### src/include/eft_defines.svh
// Constants for the fine mode eight bit timer: offsets, fields, resets.
// Assumes inclusion by the timer module and the testbench only.
`ifndef EFT_DEFINES_SVH
`define EFT_DEFINES_SVH

// ----------------------------------------------------------------
// Register indices; byte address is four times the index.
// ----------------------------------------------------------------
`define EFT_IDX_CLK     16'h4200
`define EFT_IDX_RELOAD  16'h4202
`define EFT_IDX_COUNT   16'h4204
`define EFT_IDX_CTL     16'h4206

// ----------------------------------------------------------------
// Control fields.
// ----------------------------------------------------------------
`define EFT_BIT_RUN     0
`define EFT_BIT_PRESET  1
`define EFT_BIT_MODE    4
`define EFT_FINE_LSB    8
`define EFT_DF_RESERVED 4'hf

// ----------------------------------------------------------------
// Reset values and responses.
// ----------------------------------------------------------------
`define EFT_RST_DF      4'h0
`define EFT_RST_RELOAD  8'h00
`define EFT_RST_COUNT   8'h00
`define EFT_RST_FINE    4'h0
`define EFT_RESP_OKAY   2'b00
`define EFT_RESP_SLVERR 2'b10

`endif

### src/include/eft_pkg.sv
// Types shared by the fine mode eight bit timer.
// Assumes nothing beyond the constants header.
package eft_pkg;

	typedef enum logic [2:0] {
		ST_STOP  = 3'b001,
		ST_RUN   = 3'b010,
		ST_DELAY = 3'b100
	} eft_state_t;

	// Rank of an underflow slot in the order that delays are added.
	// Slot 0 is the first underflow and ranks last, so it is never delayed.
	function automatic logic [3:0] eft_fine_rank(input logic [3:0] idx);
		case (idx)
			4'hf: eft_fine_rank = 4'h0;
			4'h7: eft_fine_rank = 4'h1;
			4'hb: eft_fine_rank = 4'h2;
			4'h3: eft_fine_rank = 4'h3;
			4'hd: eft_fine_rank = 4'h4;
			4'h5: eft_fine_rank = 4'h5;
			4'h9: eft_fine_rank = 4'h6;
			4'h1: eft_fine_rank = 4'h7;
			4'he: eft_fine_rank = 4'h8;
			4'h6: eft_fine_rank = 4'h9;
			4'ha: eft_fine_rank = 4'ha;
			4'h2: eft_fine_rank = 4'hb;
			4'hc: eft_fine_rank = 4'hc;
			4'h4: eft_fine_rank = 4'hd;
			4'h8: eft_fine_rank = 4'he;
			default: eft_fine_rank = 4'hf;
		endcase
	endfunction

endpackage

### src/rtl/eft_timer.sv
// Fine mode eight bit timer with an AXI4-Lite register slave.
// Assumes prescaler taps and the bus run on aclk; tap 0 is always high.
//
// Implementation choice: the AXI4-Lite slave port.
`timescale 1ns/1ps
`default_nettype none
`include "eft_defines.svh"

module eft_timer (
	input  wire logic        aclk,
	input  wire logic        aresetn,
	input  wire logic [14:0] psc_tap,
	input  wire logic [31:0] awaddr,
	input  wire logic        awvalid,
	output logic             awready,
	input  wire logic [31:0] wdata,
	input  wire logic [3:0]  wstrb,
	input  wire logic        wvalid,
	output logic             wready,
	output logic [1:0]       bresp,
	output logic             bvalid,
	input  wire logic        bready,
	input  wire logic [31:0] araddr,
	input  wire logic        arvalid,
	output logic             arready,
	output logic [31:0]      rdata,
	output logic [1:0]       rresp,
	output logic             rvalid,
	input  wire logic        rready,
	output logic             uart_clk,
	output logic             irq_req
);
	import eft_pkg::*;

	// ----------------------------------------------------------------
	// Bus slave.
	// ----------------------------------------------------------------
	logic             awready_r, wready_r, bvalid_r, arready_r, rvalid_r;
	logic             aw_got_r, w_got_r;
	logic [31:0]      awaddr_r, wdata_r, rdata_r;
	logic [3:0]       wstrb_r;
	logic [1:0]       bresp_r, rresp_r;
	logic             aw_hs, w_hs, ar_hs, wr_fire;
	logic             aw_got_nxt, w_got_nxt, bvalid_nxt, rvalid_nxt;

	logic [3:0]       df_r;
	logic [7:0]       reload_r;
	logic [7:0]       cnt_r;
	logic             mode_r;
	logic [3:0]       fine_r;
	logic [3:0]       idx_r;
	eft_state_t       state_r;
	logic             uf_r, irq_r;

	assign aw_hs   = awvalid && awready_r;
	assign w_hs    = wvalid && wready_r;
	assign ar_hs   = arvalid && arready_r;
	assign wr_fire = aw_got_r && w_got_r && !bvalid_r;

	assign aw_got_nxt = wr_fire ? 1'b0 : (aw_got_r || aw_hs);
	assign w_got_nxt  = wr_fire ? 1'b0 : (w_got_r || w_hs);
	assign bvalid_nxt = wr_fire ? 1'b1 : (bvalid_r && !bready);
	assign rvalid_nxt = ar_hs ? 1'b1 : (rvalid_r && !rready);

	function automatic logic idx_ok(input logic [31:0] a,
	                                input logic [15:0] idx);
		idx_ok = (a[31:18] == 14'h0) && (a[17:2] == idx);
	endfunction

	function automatic logic mapped(input logic [31:0] a);
		mapped = idx_ok(a, `EFT_IDX_CLK) || idx_ok(a, `EFT_IDX_RELOAD) ||
		         idx_ok(a, `EFT_IDX_COUNT) || idx_ok(a, `EFT_IDX_CTL);
	endfunction

	always_ff @(posedge aclk) begin
		if (!aresetn) begin
			aw_got_r  <= 1'b0;
			w_got_r   <= 1'b0;
			bvalid_r  <= 1'b0;
			awready_r <= 1'b0;
			wready_r  <= 1'b0;
		end else begin
			aw_got_r  <= aw_got_nxt;
			w_got_r   <= w_got_nxt;
			bvalid_r  <= bvalid_nxt;
			awready_r <= !aw_got_nxt && !bvalid_nxt;
			wready_r  <= !w_got_nxt && !bvalid_nxt;
		end
	end

	always_ff @(posedge aclk) begin
		if (!aresetn) begin
			awaddr_r <= 32'h0;
			wdata_r  <= 32'h0;
			wstrb_r  <= 4'h0;
			bresp_r  <= `EFT_RESP_OKAY;
		end else begin
			if (aw_hs)
				awaddr_r <= awaddr;
			if (w_hs) begin
				wdata_r <= wdata;
				wstrb_r <= wstrb;
			end
			if (wr_fire)
				bresp_r <= mapped(awaddr_r) ? `EFT_RESP_OKAY
				                            : `EFT_RESP_SLVERR;
		end
	end

	always_ff @(posedge aclk) begin
		if (!aresetn) begin
			rvalid_r  <= 1'b0;
			arready_r <= 1'b0;
			rdata_r   <= 32'h0;
			rresp_r   <= `EFT_RESP_OKAY;
		end else begin
			rvalid_r  <= rvalid_nxt;
			arready_r <= !rvalid_nxt;
			if (ar_hs) begin
				rresp_r <= `EFT_RESP_OKAY;
				if (idx_ok(araddr, `EFT_IDX_CLK)) begin
					rdata_r <= {28'h0, df_r};
				end else if (idx_ok(araddr, `EFT_IDX_RELOAD)) begin
					rdata_r <= {24'h0, reload_r};
				end else if (idx_ok(araddr, `EFT_IDX_COUNT)) begin
					rdata_r <= {24'h0, cnt_r};
				end else if (idx_ok(araddr, `EFT_IDX_CTL)) begin
					rdata_r <= {20'h0, fine_r, 3'h0, mode_r, 3'h0,
					            state_r != ST_STOP};
				end else begin
					rdata_r <= 32'h0;
					rresp_r <= `EFT_RESP_SLVERR;
				end
			end
		end
	end

	assign awready = awready_r;
	assign wready  = wready_r;
	assign bvalid  = bvalid_r;
	assign bresp   = bresp_r;
	assign arready = arready_r;
	assign rvalid  = rvalid_r;
	assign rdata   = rdata_r;
	assign rresp   = rresp_r;

	// ----------------------------------------------------------------
	// Configuration registers.
	// ----------------------------------------------------------------
	logic clk_wr, rel_wr, ctl_wr_lo, ctl_wr_hi, preset_wr;

	assign clk_wr    = wr_fire && wstrb_r[0] && idx_ok(awaddr_r, `EFT_IDX_CLK);
	assign rel_wr    = wr_fire && wstrb_r[0] &&
	                   idx_ok(awaddr_r, `EFT_IDX_RELOAD);
	assign ctl_wr_lo = wr_fire && wstrb_r[0] && idx_ok(awaddr_r, `EFT_IDX_CTL);
	assign ctl_wr_hi = wr_fire && wstrb_r[1] && idx_ok(awaddr_r, `EFT_IDX_CTL);
	assign preset_wr = ctl_wr_lo && wdata_r[`EFT_BIT_PRESET];

	always_ff @(posedge aclk) begin
		if (!aresetn) begin
			df_r     <= `EFT_RST_DF;
			reload_r <= `EFT_RST_RELOAD;
			mode_r   <= 1'b0;
			fine_r   <= `EFT_RST_FINE;
		end else begin
			if (clk_wr)
				df_r <= wdata_r[3:0];
			if (rel_wr)
				reload_r <= wdata_r[7:0];
			if (ctl_wr_lo)
				mode_r <= wdata_r[`EFT_BIT_MODE];
			if (ctl_wr_hi)
				fine_r <= wdata_r[`EFT_FINE_LSB +: 4];
		end
	end

	// ----------------------------------------------------------------
	// Count clock and counter.
	// ----------------------------------------------------------------
	logic tick, fine_hit, underflow;

	// Taps are enables on aclk, so the selection needs no synchroniser.
	assign tick = (df_r != `EFT_DF_RESERVED) && psc_tap[df_r];
	assign fine_hit = eft_fine_rank(idx_r) < fine_r;
	assign underflow = !ctl_wr_lo && tick &&
	                   ((state_r == ST_RUN && cnt_r == 8'h0 && !fine_hit) ||
	                    state_r == ST_DELAY);

	always_ff @(posedge aclk) begin
		if (!aresetn) begin
			state_r <= ST_STOP;
		end else if (ctl_wr_lo) begin
			// A control write wins over a count clock in the same cycle.
			if (!wdata_r[`EFT_BIT_RUN])
				state_r <= ST_STOP;
			else if (state_r == ST_STOP || preset_wr)
				state_r <= ST_RUN;
		end else begin
			case (state_r)
				ST_RUN: begin
					if (tick && cnt_r == 8'h0)
						state_r <= fine_hit ? ST_DELAY :
						           (mode_r ? ST_STOP : ST_RUN);
				end
				ST_DELAY: begin
					if (tick)
						state_r <= mode_r ? ST_STOP : ST_RUN;
				end
				default: state_r <= state_r;
			endcase
		end
	end

	always_ff @(posedge aclk) begin
		if (!aresetn) begin
			cnt_r <= `EFT_RST_COUNT;
		end else if (preset_wr || underflow) begin
			cnt_r <= reload_r;
		end else if (!ctl_wr_lo && state_r == ST_RUN && tick &&
		             cnt_r != 8'h0) begin
			cnt_r <= cnt_r - 8'h1;
		end
	end

	// Slot index walks the sixteen-underflow fine pattern.
	always_ff @(posedge aclk) begin
		if (!aresetn)
			idx_r <= 4'h0;
		else if (underflow)
			idx_r <= idx_r + 4'h1;
	end

	always_ff @(posedge aclk) begin
		if (!aresetn) begin
			uf_r  <= 1'b0;
			irq_r <= 1'b0;
		end else begin
			uf_r  <= underflow;
			irq_r <= underflow;
		end
	end

	assign uart_clk = uf_r;
	assign irq_req  = irq_r;
endmodule // eft_timer
`default_nettype wire

### config.mk
export PLATFORM = sky130hd
export DESIGN_NAME = eft_timer
export DESIGN_NICKNAME = d
export VERILOG_FILES = /design/src/include/eft_pkg.sv /design/src/rtl/eft_timer.sv
export VERILOG_INCLUDE_DIRS = /design/src /design/src/include
export SDC_FILE = /design/constraint.sdc
export NUM_CORES = 1
export LEC_CHECK = 0
export BUFFER_PORTS_ARGS = -buffer_cell sky130_fd_sc_hd__buf_2
export CAP_MARGIN = 0
export CORE_UTILIZATION = 50
export DETAILED_ROUTE_END_ITERATION = 8
export GPL_TIMING_DRIVEN = 0
export PLACE_DENSITY = 0.79
export SYNTH_ARGS = -nofsm -noshare
export SYNTH_HDL_FRONTEND = slang
export SYNTH_SLANG_ARGS = --single-unit
### constraint.sdc
create_clock -name aclk -period 2.8 [get_ports aclk]
set_input_delay 0.56 -clock aclk [delete_from_list [all_inputs] [get_ports aclk]]
set_output_delay 0.56 -clock aclk [all_outputs]
set_load 0.03 [all_outputs]
### Yosys cells after proc, flatten, opt, wreduce, memory -nomap -nowiden

Memory sizes are Yosys's and may differ from the RTL's. A register that Yosys moved wholly into a read port is not among the register bits.
Cells that the tools add are included.

* flip-flop bits (word level): 122
* word-level logic and storage cells: 126
* output and inout port bits: 43
* memories: 1
* bits in read-only memories: 64

Memory list
* (no name shown): depth 16, bits a word 4, rd ports 1, clocked after memory_dff 1, write ports 0, RTL line eft_pkg.sv:14 `case (idx)`

* $add $sub $neg: 2
* reduce and logical (&&, ||, !) cells: 57
* order comparisons: 2
* equality and inequality tests: 16
* muxes and demuxes: 27

Operators by type and width (number)
* 16-bit by 15-bit equality test with 1-bit output (second input constant): 8
* 12-bit 2-to-1 mux: 4
* 1-bit logical AND: 33
* 14-bit zero test: 2
* 3-bit 2-to-1 mux: 6
* 8-bit 2-to-1 mux: 2
* 2-bit 2-to-1 mux: 6
* 1-bit zero test: 9
* 8-bit zero test: 1
* 1-bit logical OR: 8
* 4-bit 2-to-1 mux: 2
* 8-bit nonzero test: 1
* 8-bit by 1-bit subtractor with 8-bit output (second input constant): 1
* 3-bit by 2-bit inequality test with 1-bit output (second input constant): 2
* 3-bit case mux with 2 select lines: 1
* 4-bit by 5-bit less-than comparator with 1-bit output (second input constant): 1
* 1-bit 2-to-1 mux: 5
* 4-bit by 1-bit adder with 4-bit output (second input constant): 1
* 1-bit binary-select mux with 4-bit select: 1
* 4-bit less-than comparator: 1
* 4-bit inequality test (second input constant): 1
* 4-bit AND reduction: 1
* 3-bit by 1-bit equality test with 1-bit output (second input constant): 1
* 3-bit by 2-bit equality test with 1-bit output (second input constant): 1
* other kinds (5): 5

### Depth between registers and ports, before layout

* word-level depth: 10
* depth in mapped cells: 10

### Worst setup path before layout

OpenSTA, ideal clock, no wires.

* path kind: register to register
* from: register cnt_r[0]
* to: register cnt_r[1]
* buffers on the path: 2
* period minus slack after synthesis: 2.378 ns
* arrival time: 2.261 ns
* stages on the path, launching flop included: 11
* required time: 2.684 ns
* path slack: 0.422 ns
* library setup time: 0.116 ns
* path through: dfxtp_1 -> inv_1 -> ha_1 -> nor3b_1 -> nand2_1 -> or4_1 -> a221o_1 -> buf_6 -> and2_4 -> buf_6 -> a41o_1

* longest elaborated chain between the ends: 7
* elaborated cells between the ends (all ways): 12

Ends and longest elaborated chain
* start: declaration: RTL line eft_timer.sv:48 `logic [7:0] cnt_r;`
* start signal: assignment: RTL line eft_timer.sv:216 `` cnt_r <= `EFT_RST_COUNT; ``
* start signal: assignment: RTL line eft_timer.sv:218 `cnt_r <= reload_r;`
* start signal: assignment: RTL line eft_timer.sv:221 `cnt_r <= cnt_r - 8'h1;`
* branches (longest 7 deep; another with 8-bit by 1-bit subtractor with 8-bit output)

Parallel ways; which one is timed is not known. The select of a mux whose other input is x is not followed.
A chain may end at the register's enable or synchronous reset.

### Worst setup path after layout

* from: register df_r[0]
* to: register cnt_r[2]

* longest elaborated chain between the ends: 7
* elaborated cells between the ends (all ways): 11

Ends and longest elaborated chain
* start: declaration: RTL line eft_timer.sv:46 `logic [3:0] df_r;`
* start signal: assignment: RTL line eft_timer.sv:161 `` df_r <= `EFT_RST_DF; ``
* start signal: assignment: RTL line eft_timer.sv:167 `df_r <= wdata_r[3:0];`
* 1-bit binary-select mux with 4-bit select: RTL line eft_timer.sv:183 `` assign tick = (df_r != `EFT_DF_RESERVED) && psc_tap[df_r]; ``
* 1-bit 2-to-1 mux (not written as such): RTL line eft_timer.sv:183
* 1-bit logical AND *: RTL line eft_timer.sv:183
* 1-bit logical AND (2 in a row): RTL line eft_timer.sv:185 `assign underflow = !ctl_wr_lo && tick &&`
* 1-bit logical OR: RTL line eft_timer.sv:217 `end else if (preset_wr || underflow) begin`
* 8-bit 2-to-1 mux or 2-bit nonzero test (tied branches)

Mark *: on every way between the ends. The rest lies on a longest branch, timed or not. The select of a mux whose other input is x is not followed.

==> metrics.yaml <==
outcome: "finished clean"
start_util_pct: 52.6
routed_wl_um: 11400
synth_most_common_cell: "nand2_1"
final_util_pct: 63.7
internal_power_mw: 1.96
gp_congestion: 0.970
track_usage_pct: 24.7
r2r_end: "cnt_r[2]$_SDFFE_PN0P_"
hp-class: "primary input to flip-flop"
area_growth_pct: 21.1
yosysSeqAreaShare_pct: 43.7
clk_path_buf_depth: 2
cts_hold_buf: 0
crit_type: "flip-flop to flip-flop"
tightest_slew_ns: 0.780
via_per_inst: 5.36
drv_cap: 0
p_sw_share_pct: 27.8
skew_ns: 0.0159
netlist_instances: 547
synth_seq_cells: 102
cts_buffers: 9
portBuffers: 115
drive_gt1_share_pct: 25.8
switchingPower_mw: 0.753
synth-async-reset-ratio_pct: 0
maxSlewViolCount: 0
ios: 165
finalCritPeriodShare_pct: 92.5
yosys-top-cells-count: "109 x nand2_1, 102 x dfxtp_1, 56 x a21oi_1"
p_clk_share_pct: 33.3
fmaxAchievable_mhz: 386
r2r_start: "df_r[0]$_SDFFE_PN0P_"
reg2regPathDepth: 8
synth_warnings: 0
synth_edf_count: 0
leakage_nw: 2.33
drt_pass1_iterations: 5
die_x_um: 98.7
ir_worst_vdd_mv: 0.319
grt_pass1_vias: 4237
avgSynthCellArea_um2: 8.55
grt_pass1_wl_um: 19300
period_needed_ns: 2.59
cts-htree-levels: 3
fillers: 761
synth_cell_types: 63
timing.hold.ws_ns: 0.407
arrival_ns: 2.88
hp-start: "awaddr[7]"
hold_violations: 0
antenna_found_initial: 0
synthFlopType: "dfxtp_1"
setup_viol: 0
r2r_slack_ns: 0.21
cts.sinks: 102
grt_max_degree: 20
worst_skew_pair.late_latency_ns: 0.37
diodes: 0
clkTransAtPathRegs_ns: 0.11
drt-initial-drc-count: 165
seqPwrFrac_pct: 55.9
die_height_um: 98.7
holdPathStages: 3
p_per_area_nw_per_um2: 478
final_nets: 822
synth_top_area_cell: "dfxtp_1"
wire_per_inst_um: 14.1
drtAntennaViolNets: 0
vias: 4326
yosysTopAreaCellShare_pct: 43.7
end_kind: "flip-flop"
tritoncts: "built"
synth_area_leaders: "dfxtp_1 44%, nand2_1 8.8%, a21oi_1 6.0%"
grt_setup_unrepaired: "false"
synth_area_um2: 4680
share_comb_of_total_power_pct: 10.8
core_area_um2: 8890
setup_tns_ns: 0
dp.final_hpwl_um: 8870
dieArea_um2: 9740
start_kind: "flip-flop"
crit_required_ns: 3.09
drc_errors: 0
cts_resized: 0
cts_setup_buffers: 0
relSlewSlack_pct: 47.6
rows: 34
cts-root-buf: "clkbuf_8"
min_to: "awaddr_r[7]$_SDFFE_PN0P_"
cp_max_fo: 10
grt-ovfl-total: 0
[layout make-up]
cell class              count  area, um^2  share of cell area, %
clock buffers              10         128                   2.25
multi-input cells         400        2350                   41.4
well taps                 108         135                   2.39
repair buffers            115         576                   10.2
plain buffers              56         333                   5.88
clock inverters             6        65.1                   1.15
flip-flops and latches    102        2040                   36.1
inverters                  10        37.5                  0.663
[metrics by stage]
stage	power [mW]	area, um^2	instances	setup WS [ns]
2_1_floorplan	1.72	4750	568	0.422
3_3_place_gp	1.83	5470	791	0.189
3_5_place_dp	1.84	5470	791	0.189
4_1_cts	2.72	5660	807	0.198
5_1_grt	2.82	5660	807	0.0874
6_report	2.71	5660	807	0.210
[state kept, by name, indices dropped and copies added, names as in the netlist, named ones only]
register and flops:
awaddr_r 30, bresp 1, awready 1, fine_r 4, rvalid 1, arready 1, df_r 4, state_r 3
wdata_r 12, wready 1, irq_req 1, mode_r 1, bvalid 1, rresp 1, wstrb_r 2, w_got_r 1
aw_got_r 1, idx_r 4, reload_r 8, cnt_r 8, rdata 12
[layout by cell type (no fill, tap or decap), types with 12 or more instances in the layout]
master and count:
a21oi_1 56, a22oi_1 13, buf_2 118, buf_4 23, clkbuf_1 27, conb_1 22, dfxtp_1 102, mux2i_1 28
nand2_1 109, nor2_1 40, o21ai_0 12
[layer usage]
metal  up-vias  global-route usage, %  part of all wire (%)
met5         -                      0                     0
met4         0                   7.58                   1.7
met3        20                   5.46                   6.7
met2       152                   43.3                    48
met1      1989                   30.3                    43
li1       2165                      -                     -
[power by group through the flow]
stage | logic (mW) | registers (mW) | clock network (mW)
after floorplan | 0.171 | 1.55 | 0
after global placement | 0.285 | 1.55 | 0
after detailed placement | 0.291 | 1.55 | 0
after CTS | 0.291 | 1.51 | 0.913
after global routing | 0.322 | 1.52 | 0.981
final | 0.292 | 1.52 | 0.903
[worst max-delay path by stage]
stage,from,slack (ns),end
3_3_place_gp,psc_tap[11],0.19,cnt_r[4]$_SDFFE_PN0P_
3_5_place_dp,psc_tap[11],0.19,cnt_r[4]$_SDFFE_PN0P_
5_1_grt,cnt_r[0]$_SDFFE_PN0P_,0.09,flip-flop
6_report,df_r[0]$_SDFFE_PN0P_,0.21,cnt_r[2]$_SDFFE_PN0P_
2_1_floorplan,cnt_r[0]$_SDFFE_PN0P_,0.42,cnt_r[1]$_SDFFE_PN0P_
4_1_cts,cnt_r[0]$_SDFFE_PN0P_,0.20,flip-flop
[cell families after synthesis]
kind of cell | count (synthesis) | synth area share, %
simple gates | 225 | 23.1
fa+ha+maj | 6 | 1.61
other cells | 1 | 0.0802
mux | 31 | 7.20
flops | 102 | 43.7
buf+inv | 66 | 7.92
compound gates | 113 | 15.8
xor+xnor | 3 | 0.562
[worst max-delay path: stages, from the launching register on]
cell      delay (ns)
dfxtp_1         0.32
buf_2           0.22
mux4_2          0.53
o211ai_1        0.54
a221o_1         0.27
buf_6           0.14
clkbuf_8        0.17
a21oi_1         0.08
a311oi_2        0.24
No activity file was read; power rests on OpenSTA's default activity.
